--- src/verilog/apdu_map.vh ---
// Constants for the protocol data unit bit packer.
// Assumes inclusion by each design file that needs them.
`ifndef APDU_MAP_VH
`define APDU_MAP_VH

`define APDU_FIELD_MAX    32
`define APDU_WIDTH_BITS   6
`define APDU_OCTET_BITS   8
`define APDU_OCTNUM_BITS  16
`define APDU_FILL_BITS    4
`define APDU_OCTET_ZERO   8'h00
`define APDU_PART_HDR     1'h0
`define APDU_PART_MSG     1'h1

`endif

--- src/verilog/apdu_packer.v ---
// Packs header fields then message octets into a numbered octet stream.
// Assumes the source keeps field order and the sink uses valid/ready.
`timescale 1ns/10ps
`include "apdu_map.vh"

// Behaviour
// header octets first, then message octets
// field bit 0 into lowest free bit
// overflowing bits continue into next octet
// fields packed in order without gaps
// grouped fields packed group by group
// final octet remainder padded with zero
// header padded to octet boundary alone
// source supplies message already octet padded
// octets numbered from zero in order
// each completed octet handed downstream
// output is plain octets plus number, first, last and part flags
// valid/ready handshake on both sides
module apdu_packer #(
   parameter FW = `APDU_FIELD_MAX,
   parameter NW = `APDU_OCTNUM_BITS
) (
   // Clock and reset
   input  wire          CORE_CLK,
   input  wire          RST_N,
   // Field source
   input  wire          FLD_VALID,
   output reg           FLD_READY,
   input  wire [FW-1:0] FLD_VALUE,
   input  wire [5:0]    FLD_WIDTH,
   input  wire          FLD_PART,
   input  wire          FLD_LAST,
   // Octet sink
   output reg           OCT_VALID,
   input  wire          OCT_READY,
   output reg  [7:0]    OCT_DATA,
   output reg  [NW-1:0] OCT_NUM,
   output reg           OCT_FIRST,
   output reg           OCT_LAST,
   output reg           OCT_PART
);
   // Controller states
   localparam S_IDLE = 2'h0;
   localparam S_PACK = 2'h1;
   localparam S_EMIT = 2'h2;

   // Octet geometry
   localparam [3:0] OCT_FULL  = 4'h8;
   localparam [3:0] FILL_NONE = 4'h0;
   localparam [5:0] LEFT_NONE = 6'h00;

   // Controller
   reg  [1:0]    state_r;
   reg  [1:0]    state_nxt;
   reg           started_r;
   reg           started_nxt;
   // Field being packed
   reg  [FW-1:0] val_r;
   reg  [FW-1:0] val_nxt;
   reg  [5:0]    left_r;
   reg  [5:0]    left_nxt;
   reg           last_r;
   reg           last_nxt;
   reg           part_r;
   reg           part_nxt;
   // Octet under assembly
   reg  [7:0]    byte_r;
   reg  [7:0]    byte_nxt;
   reg  [3:0]    fill_r;
   reg  [3:0]    fill_nxt;
   // Next values of the registered outputs
   reg           fld_ready_nxt;
   reg           oct_valid_nxt;
   reg  [7:0]    oct_data_nxt;
   reg  [NW-1:0] oct_num_nxt;
   reg           oct_first_nxt;
   reg           oct_last_nxt;
   reg           oct_part_nxt;
   // Datapath
   wire [7:0]    mrg_byte;
   wire [3:0]    mrg_fill;
   wire [3:0]    room;
   wire [3:0]    take;
   wire [NW-1:0] num;
   wire          fld_acc;
   wire          oct_acc;
   wire          unit_end;
   wire          fld_done;
   wire          oct_full;
   wire          close_now;
   wire          cnt_clear;

   // Bits to move this cycle: smaller of room and bits left
   function [3:0] min_take;
      input [3:0] rm;
      input [5:0] lf;
      begin
         if ({2'h0, rm} < lf) begin
            min_take = rm;
         end else begin
            min_take = lf[3:0];
         end
      end
   endfunction

   // Chunk moved now is the tail of the field
   function ends_field;
      input [5:0] lf;
      input [3:0] tk;
      begin
         ends_field = (lf == {2'h0, tk});
      end
   endfunction

   // Bits still owed after this chunk
   function [5:0] left_after;
      input [5:0] lf;
      input [3:0] tk;
      begin
         left_after = lf - {2'h0, tk};
      end
   endfunction

   assign room      = OCT_FULL - fill_r;
   assign take      = min_take(room, left_r);
   assign fld_acc   = FLD_VALID & FLD_READY;
   assign oct_acc   = OCT_VALID & OCT_READY;
   assign unit_end  = last_r & part_r;
   // Width 0 finishes at once and moves no bits
   assign fld_done  = ends_field(left_r, take);
   assign oct_full  = (mrg_fill == OCT_FULL);
   // a part's tail octet closes early
   assign close_now = oct_full | (fld_done & last_r & (mrg_fill != FILL_NONE));
   assign cnt_clear = oct_acc & OCT_LAST;

   // LSB into lowest free bit
   apdu_field_merge u_merge (
      .cur_byte (byte_r),
      .fill     (fill_r),
      .chunk    (val_r[7:0]),
      .take_cnt (take),
      .new_byte (mrg_byte),
      .new_fill (mrg_fill)
   );

   // numbering from zero
   apdu_octet_counter #(.W(NW)) u_cnt (
      .clk     (CORE_CLK),
      .rst_n   (RST_N),
      .clear   (cnt_clear),
      .inc     (oct_acc),
      .count_r (num)
   );

   // Next-state and output decode
   always @* begin
      state_nxt     = state_r;
      started_nxt   = started_r;
      val_nxt       = val_r;
      left_nxt      = left_r;
      last_nxt      = last_r;
      part_nxt      = part_r;
      byte_nxt      = byte_r;
      fill_nxt      = fill_r;
      fld_ready_nxt = FLD_READY;
      oct_valid_nxt = OCT_VALID;
      oct_data_nxt  = OCT_DATA;
      oct_num_nxt   = OCT_NUM;
      oct_first_nxt = OCT_FIRST;
      oct_last_nxt  = OCT_LAST;
      oct_part_nxt  = OCT_PART;
      case (state_r)
         S_IDLE: begin
            fld_ready_nxt = 1'h1;
            // field taken on handshake
            if (fld_acc) begin
               fld_ready_nxt = 1'h0;
               // fields accepted strictly in order
               val_nxt   = FLD_VALUE;
               left_nxt  = FLD_WIDTH;
               last_nxt  = FLD_LAST;
               part_nxt  = FLD_PART;
               state_nxt = S_PACK;
            end
         end
         S_PACK: begin
            // spill remaining bits onward
            byte_nxt = mrg_byte;
            fill_nxt = mrg_fill;
            val_nxt  = val_r >> take;
            left_nxt = left_after(left_r, take);
            if (close_now) begin
               // header closes on a boundary
               // completed octet handed down
               oct_valid_nxt = 1'h1;
               // plain octet, no bit reordering
               oct_data_nxt  = mrg_byte;
               oct_num_nxt   = num;
               oct_first_nxt = ~started_r;
               // message octets follow header
               oct_last_nxt  = fld_done & unit_end;
               oct_part_nxt  = part_r;
               started_nxt   = 1'h1;
               state_nxt     = S_EMIT;
            end else if (fld_done) begin
               // next group joins contiguously
               fld_ready_nxt = 1'h1;
               state_nxt     = S_IDLE;
            end
         end
         S_EMIT: begin
            // hold octet until sink takes it
            if (oct_acc) begin
               oct_valid_nxt = 1'h0;
               // fresh octet starts all zero
               byte_nxt      = `APDU_OCTET_ZERO;
               fill_nxt      = FILL_NONE;
               if (OCT_LAST) begin
                  started_nxt = 1'h0;
               end
               // One bubble per octet keeps the merge path short
               if (left_r == LEFT_NONE) begin
                  fld_ready_nxt = 1'h1;
                  state_nxt     = S_IDLE;
               end else begin
                  state_nxt = S_PACK;
               end
            end
         end
         default: begin
            state_nxt = S_IDLE;
         end
      endcase
   end

   // Controller registers
   always @(posedge CORE_CLK or negedge RST_N) begin
      if (!RST_N) begin
         state_r   <= S_IDLE;
         started_r <= 1'h0;
      end else begin
         state_r   <= state_nxt;
         started_r <= started_nxt;
      end
   end

   // Field registers
   always @(posedge CORE_CLK or negedge RST_N) begin
      if (!RST_N) begin
         val_r  <= {FW{1'h0}};
         left_r <= LEFT_NONE;
         last_r <= 1'h0;
         part_r <= `APDU_PART_HDR;
      end else begin
         val_r  <= val_nxt;
         left_r <= left_nxt;
         last_r <= last_nxt;
         part_r <= part_nxt;
      end
   end

   // Octet assembly registers
   always @(posedge CORE_CLK or negedge RST_N) begin
      if (!RST_N) begin
         byte_r <= `APDU_OCTET_ZERO;
         fill_r <= FILL_NONE;
      end else begin
         byte_r <= byte_nxt;
         fill_r <= fill_nxt;
      end
   end

   // Source-side ready
   always @(posedge CORE_CLK or negedge RST_N) begin
      if (!RST_N) begin
         FLD_READY <= 1'h0;
      end else begin
         FLD_READY <= fld_ready_nxt;
      end
   end

   // Sink-side outputs, all straight from flops
   always @(posedge CORE_CLK or negedge RST_N) begin
      if (!RST_N) begin
         OCT_VALID <= 1'h0;
         OCT_DATA  <= `APDU_OCTET_ZERO;
         OCT_NUM   <= {NW{1'h0}};
         OCT_FIRST <= 1'h0;
         OCT_LAST  <= 1'h0;
         OCT_PART  <= `APDU_PART_HDR;
      end else begin
         OCT_VALID <= oct_valid_nxt;
         OCT_DATA  <= oct_data_nxt;
         OCT_NUM   <= oct_num_nxt;
         OCT_FIRST <= oct_first_nxt;
         OCT_LAST  <= oct_last_nxt;
         OCT_PART  <= oct_part_nxt;
      end
   end
endmodule

--- src/verilog/apdu_field_merge.v ---
// Merges one field chunk into the partial octet, LSB first.
// Purely combinational; caller limits take_cnt to free room.
`timescale 1ns/10ps
`include "apdu_map.vh"
module apdu_field_merge (
   // Current octet
   input  wire [7:0] cur_byte,
   input  wire [3:0] fill,
   // Chunk
   input  wire [7:0] chunk,
   input  wire [3:0] take_cnt,
   // Result
   output reg  [7:0] new_byte,
   output wire [3:0] new_fill
);
   integer i;
   assign new_fill = fill + take_cnt;

   always @* begin
      new_byte = cur_byte;
      for (i = 0; i < 8; i = i + 1) begin
         if ((i >= fill) && (i < fill + take_cnt)) begin
            new_byte[i] = chunk[i - fill];
         end
      end
   end
endmodule

--- src/verilog/apdu_octet_counter.v ---
// Octet sequence number, restarted for each data unit.
// Assumes inc pulses once per octet accepted downstream.
`timescale 1ns/10ps
`include "apdu_map.vh"
module apdu_octet_counter #(
   parameter W = `APDU_OCTNUM_BITS
) (
   // Clock and reset
   input  wire         clk,
   input  wire         rst_n,
   // Control
   input  wire         clear,
   input  wire         inc,
   // Count
   output reg  [W-1:0] count_r
);
   always @(posedge clk or negedge rst_n) begin
      if (!rst_n) begin
         count_r <= {W{1'h0}};
      end else if (clear) begin
         count_r <= {W{1'h0}};
      end else if (inc) begin
         count_r <= count_r + {{(W-1){1'h0}}, 1'h1};
      end
   end
endmodule

--- config.mk ---
export PLATFORM = sky130hd
export DESIGN_NAME = apdu_packer
export DESIGN_NICKNAME = d
export VERILOG_FILES = /design/src/verilog/apdu_packer.v /design/src/verilog/apdu_field_merge.v /design/src/verilog/apdu_octet_counter.v
export VERILOG_INCLUDE_DIRS = /design/src /design/src/verilog
export SDC_FILE = /design/constraint.sdc
export NUM_CORES = 1
export LEC_CHECK = 0
export BUFFER_PORTS_ARGS = -buffer_cell sky130_fd_sc_hd__buf_2
export CAP_MARGIN = 30
export CORE_ASPECT_RATIO = 1.75
export CORE_MARGIN = 4
export CORE_UTILIZATION = 33
export CTS_BUF_LIST = sky130_fd_sc_hd__clkbuf_4 sky130_fd_sc_hd__clkbuf_8 sky130_fd_sc_hd__clkbuf_16
export CTS_CLUSTER_DIAMETER = 80
export DETAILED_ROUTE_END_ITERATION = 8
export PLACE_DENSITY_LB_ADDON = 0.08
export SLEW_MARGIN = 0
export SYNTH_ARGS = -nofsm -noshare
export SYNTH_HDL_FRONTEND = slang
export SYNTH_SLANG_ARGS = --single-unit
--- constraint.sdc ---
create_clock -name CORE_CLK -period 6.8 [get_ports CORE_CLK]
set_clock_uncertainty 0.05 [all_clocks]
set_input_delay 2.04 -clock CORE_CLK [delete_from_list [all_inputs] [get_ports CORE_CLK]]
set_output_delay 2.04 -clock CORE_CLK [all_outputs]
set_load 0.02 [all_outputs]
==> impl_metrics.tcl, run 1 <==
set metrics [dict create \
    synth_cell_types 69 \
    slowest_stage "nand2b_2" \
    h-tree-depth 3 \
    drt_iter0_drc 304 \
    period_needed_ns 5.82 \
    yosysSeqAreaShare_pct 36.4 \
    portBuffers 72 \
    final_layout_size_suffix_gt1_share_pct 21.5 \
    yosys.area.top_type "dfrtp_1" \
    ys_warn_count 0 \
    crit_path_max_fanout 42 \
    finalHoldViolCount 0 \
    gp_congestion 0.899 \
    cts_tree "done" \
    tightestPinTransition_ns 0.897 \
    diodes 0 \
    grt_pass1_wl_um 35100 \
    crit_family "adder cells" \
    cts_sinks 100 \
    synth_top_area_share_pct 36.4 \
    rsz0062_at_grt "no" \
    synth_cells 751 \
    fmax_mhz 172 \
    hold_buffers 0 \
    grtUsageTotal_pct 19.9 \
    insertion_delay_ns 0.36 \
    synth_fp_nets 821 \
    grt_pass1_vias 6284 \
    cts_setup_buffers 0 \
    drv_cap 0 \
    synth_ff_type "dfrtp_1" \
    coreArea_mm2 0.0204 \
    ys_ff_latch 100 \
    outcome "finished, final reports clean" \
    cp_num_buf_inv 3 \
    cpPeakStageDelay_ns 0.77 \
    relSlewSlack_pct 40.2 \
    avgSynthCellArea_um2 9.15 \
    routedWlPerCell_um 21.1 \
    crit_path_end_kind "flip-flop" \
    drcViolationCount 0 \
    cts_resized 0 \
    detail-route-antenna-nets 0 \
    grt_antenna_before_repair 0 \
    initial_core_util_pct 33.7 \
    cp.required_ns 6.99 \
    via_per_inst 5.69 \
    overflow 0 \
    die_area_mm2 0.0233 \
    die_y_um 199 \
    async_reset_ff_share_pct 100 \
    synthToLayoutAreaGrowth_pct 12.2 \
    wl_um 22200 \
    cp-start-kind "flip-flop" \
    cts_buffers 9 \
    crit_top_cell "ha_1" \
    cts_buffer_depth 2 \
    finalSetupTns_ns 0 \
    clk_pin_slew_ns 0.08 \
    ctsRootBufferMaster "clkbuf_16" \
    die_w_um 117 \
    hold_class "reg2reg" \
    vias 5982 \
    yosys-top-cells-count "dfrtp_1, nand2_1, nor2_1, o21ai_0, mux2i_1" \
    critPathArrivalTime_ns 6.01 \
    timing.final.crit_share_pct 85.6 \
    setup_viol 0 \
    drt-pass1-iter-count 4 \
    drv_slew 0 \
    synth_edf_count 0 \
    netlist_top_cells_area "dfrtp_1, mux2_2, mux2i_1, o21ai_0, nand2_1" \
    post-dp-hpwl_um 16700 \
    num_rows 69 \
    ioPinCount 73 \
    crit_chain "inv_1, ha_1, xnor2_1, ha_1, o211a_1, o31a_1, o21a_4, inv_2, ha_1, inv_1, fa_1, xor2_1, nand2_1, and3_1, a31oi_1, nand2b_2, mux2_2" \
    critPathKind "reg2reg" \
    netlist_area_mm2 0.00687 \
    grt_max_degree 58 \
    synth.most_common_cell "dfrtp_1" \
    fin_nets 869 \
]
-- registers in the layout, summed over array words and instances, names as in the netlist, 2 cells and up --
signal         cells
left_r             6
val_r             32
OCT_NUM           16
byte_r             8
fill_r             4
OCT_DATA           8
u_cnt.count_r     16
state_r            2
-- final timing paths --
| kind | from | endpoint | slack [ns] | depth (start not counted) |
|---|---|---|---|---|
| min | OCT_DATA[7]$_DFFE_PN0P_ | OCT_DATA[7]$_DFFE_PN0P_ | 0.42 | 2 |
| max | fill_r[1]$_DFFE_PN0P_ | OCT_NUM[11]$_DFFE_PN0P_ | 0.98 | 17 |
| max reg2reg | fill_r[1]$_DFFE_PN0P_ | OCT_NUM[11]$_DFFE_PN0P_ | 0.98 | 17 |
| max in group asynchronous | RST_N | u_cnt.count_r[9]$_DFFE_PN0P_ | 3.88 | 2 |
| min reg2reg | OCT_DATA[7]$_DFFE_PN0P_ | OCT_DATA[7]$_DFFE_PN0P_ | 0.42 | 2 |
| min in group asynchronous | RST_N | u_cnt.count_r[7]$_DFFE_PN0P_ | 1.64 | 1 |
-- per-stage QoR --
step	std cells	worst slack [ns]	hold WS [ns]	instance area, um2	util [%]
after global routing	1052	0.505	0.470	7710	37.9
final	1052	0.981	0.424	7710	37.9
after global placement	1035	1.12	0.414	7380	36.2
after detailed placement	1036	0.953	0.415	7380	36.2
after floorplan	751	1.51	0.394	6870	-
after CTS	1052	0.953	0.431	7710	37.9
-- worst register-to-register path, cell delays in order, from the launching register on --
cell and delay, ns:
dfrtp_1 0.65, inv_1 0.22, ha_1 0.27, xnor2_1 0.39
ha_1 0.31, o211a_1 0.17, o31a_1 0.30, o21a_4 0.27
inv_2 0.27, ha_1 0.21, inv_1 0.06, fa_1 0.40
xor2_1 0.45, nand2_1 0.09, and3_1 0.18, a31oi_1 0.22
nand2b_2 0.77, mux2_2 0.43
-- layout by cell type, fill, tap and decap left out, types with 9 or more instances in the layout --
master / n
nor2_1: 68
inv_1: 17
mux2_2: 49
dfrtp_1: 100
buf_4: 11
a221oi_1: 19
mux2i_1: 50
nor3_1: 19
o21ai_0: 67
nand3_1: 21
nand2_1: 81
xor2_1: 11
buf_2: 71
and3_1: 14
a21oi_1: 38
ha_1: 24
clkbuf_16: 9
-- cell families after synthesis --
group	after synthesis	share of synthesized area, %
buffers and inverters	66	4.86
multiplexers	108	17.7
flip-flops	100	36.4
AO/OA/AOI/OAI	197	18.2
XOR/XNOR	18	2.29
AND/OR/NAND/NOR	236	15.5
adder cells (fa/ha/maj)	26	4.95
-- layout make-up --
type / count / area, um2
clock buffers: 9 / 225
clock inverters: 7 / 106
fillers: 2105 / 12700
inverters: 21 / 81.3
multi-input cells: 585 / 4050
flip-flops and latches: 100 / 2500
well taps: 248 / 310
repair buffers: 82 / 438
-- layer usage --
metal | track usage, % | vias up | part of all wire, %
li1 | - | 2838 | -
met1 | 20.2 | 2904 | 35
met2 | 37.1 | 164 | 55
met3 | 2.83 | 76 | 3.1
met4 | 12.0 | 0 | 6.3
met5 | 0 | - | 0
Power of run 1 is not shown: default switching activity piles up to over one toggle a cycle in this logic, so the estimate is an artifact.
==> run 2, diff against run 1 <==
- ABC_AREA: not set -> 1
- TNS_END_PERCENT: not set -> 1
==> impl_metrics.tcl, run 2 <==
set metrics [dict create \
    outcome "finished, final reports clean" \
    timing.final.crit_share_pct 84.8 \
    timing.rr.start "fill_r[1]$_DFFE_PN0P_" \
    cp-start-kind "flip-flop" \
    hold_buffers 0 \
    post-dp-hpwl_um 17200 \
    yosysSeqAreaShare_pct 35.0 \
    reg2reg_depth 26 \
    fmax_mhz 173 \
    largest_register_ff_count 32 \
    netlist_area_mm2 0.00715 \
    cts_tree "done" \
    tightestPinTransition_ns 0.830 \
    drt-pass1-iter-count 5 \
    mostFrequentLayoutCell "nand2_1" \
    synth_edf_count 0 \
    critPathArrivalTime_ns 5.97 \
    diodes 0 \
    grt_pass1_wl_um 37400 \
    detail-route-antenna-nets 0 \
    cts_buffer_depth 2 \
    period_needed_ns 5.77 \
    layout_common_cells "nand2_1, nand3_1, inv_1" \
    portBuffers 72 \
    synth_ff_type "dfrtp_1" \
    via_per_inst 5.06 \
    final_layout_size_suffix_gt1_share_pct 12.2 \
    ff_latch_area_mm2 0.00250 \
    crit_family "simple AND/OR/NAND/NOR gates" \
    finalSetupTns_ns 0 \
    h-tree-depth 3 \
    hold_class "reg2reg" \
    startpoint "fill_r[1]$_DFFE_PN0P_" \
    overflow 0 \
    routedWlPerCell_um 16.8 \
    netlist_top_cells_area "dfrtp_1, nand3_1, nand2_1, inv_1, o21ai_0" \
    cpPeakStageDelay_ns 0.55 \
    finalWorstSetupSlack_ns 1.03 \
    grt_antenna_before_repair 0 \
    die_y_um 203 \
    setup_viol 0 \
    grt_pass1_vias 7075 \
    relSlewSlack_pct 44.6 \
    synth.most_common_cell "nand2_1" \
    die_area_mm2 0.0242 \
    synth_fp_nets 1101 \
    place_ws_ns 0.984 \
    vias 6962 \
    timing.rr.end "FLD_READY$_DFFE_PN0P_" \
    slowest_stage "inv_2" \
    coreArea_mm2 0.0214 \
    finalHoldViolCount 0 \
    async_reset_ff_share_pct 100 \
    insertion_delay_ns 0.37 \
    holdWs_ns 0.425 \
    crit_top_cell "inv_1" \
    synth_cells 1031 \
    cp.required_ns 7.00 \
    avgSynthCellArea_um2 6.94 \
    crit_path_max_fanout 44 \
    multiInputGateArea_mm2 0.00389 \
    cts_resized 0 \
    ff2ff_setup_slack_ns 1.03 \
    initial_core_util_pct 33.4 \
    crit_path_end_kind "flip-flop" \
    cts_sinks 100 \
    synth_cell_types 45 \
    yosys.area.top_type "dfrtp_1" \
    critPathKind "reg2reg" \
    wl_um 23100 \
    ys_ff_latch 100 \
    rsz0062_at_grt "no" \
    synthToLayoutAreaGrowth_pct 11.4 \
    reg.largest.list "val_r x32, OCT_NUM x16, u_cnt.count_r x16" \
    cts_buffers 9 \
    crit_cells 26 \
    die_w_um 119 \
    largest-register "val_r" \
    grt_max_degree 62 \
    yosys-top-cells-count "nand2_1, nand3_1, inv_1" \
    cts_setup_buffers 0 \
    drv_slew 0 \
    num_rows 71 \
    synth_top_area_share_pct 35.0 \
    grtUsageTotal_pct 19.6 \
    fin_nets 1149 \
    ys_warn_count 0 \
    fillers 2368 \
    ioPinCount 73 \
    drcViolationCount 0 \
    gp_congestion 0.863 \
    clk_pin_slew_ns 0.08 \
    drv_cap 0 \
    drt_iter0_drc 417 \
    ctsRootBufferMaster "clkbuf_16" \
    crit_path_end "FLD_READY$_DFFE_PN0P_" \
    cp_num_buf_inv 7 \
]
## run 2: cell count changes in the layout (fill, tap and decap cells not counted), moves of 15 or more
cell      before  now
inv_1         17  118
nand3_1       21  240
a221oi_1      19    1
mux2i_1       50    0
mux2_2        49    0
nand2_1       81  242
nor3_1        19    4
## run 2: per-stage QoR
step | util, % | instance area [um2] | std cells
CTS | 37.2 | 7970 | 1376
detailed placement | 35.8 | 7670 | 1360
finish | 37.2 | 7970 | 1376
global placement | 35.8 | 7670 | 1359
global route | 37.2 | 7970 | 1376
floorplan | - | 7150 | 1031
## run 2: worst min-delay path by stage
stage	depth (start not counted)	startpoint	endpoint
CTS	2	OCT_PART$_DFFE_PN0P_	OCT_PART$_DFFE_PN0P_
finish	2	OCT_NUM[6]$_DFFE_PN0P_	OCT_NUM[6]$_DFFE_PN0P_
detailed placement	2	OCT_NUM[6]$_DFFE_PN0P_	OCT_NUM[6]$_DFFE_PN0P_
global route	2	OCT_PART$_DFFE_PN0P_	OCT_PART$_DFFE_PN0P_
floorplan	1	started_r$_DFFE_PN0P_	OCT_FIRST$_DFFE_PN0P_
global placement	2	OCT_PART$_DFFE_PN0P_	OCT_PART$_DFFE_PN0P_
## run 2: final cells by class
type | instances | share of cell area, %
Sequential cell | 100 | 31.4
Clock inverter | 6 | 0.644
Timing Repair Buffer | 80 | 5.31
Multi-Input combinational cell | 759 | 48.8
Inverter | 129 | 6.24
Tap cell | 292 | 4.59
Clock buffer | 10 | 3.00
## run 2: metal layers
layer / global-route usage (%) / up-vias / share of wire, %
met2: 35.6 / 138 / 52
met5: 0 / - / 0
li1: - / 3515 / -
met4: 8.54 / 0 / 3.2
met1: 22.8 / 3268 / 41
met3: 2.76 / 41 / 3.5
## run 2: cells by family (layout without fill, tap and decap cells)
group | after synthesis | after routing | synth area share [%]
DFF | 100 | 100 | 35.0
and+or+nand+nor | 575 | 575 | 36.9
xor gates and xnor gates | 4 | 4 | 0.490
buffers and inverters | 172 | 225 | 10.6
adders and majority gates | 26 | 26 | 4.76
AOI/OAI and AO/OA | 154 | 154 | 12.2
## run 2: worst register-to-register path: cells and delay by family, from the launching register on
family	cells	cell delay (ns)
AO/OA/AOI/OAI	4	0.69
buffers and inverters	7	1.23
flip-flops	1	0.54
AND/OR/NAND/NOR	11	1.79
adder cells (fa/ha/maj)	4	1.34
Power of run 2 is left out for the same reason.
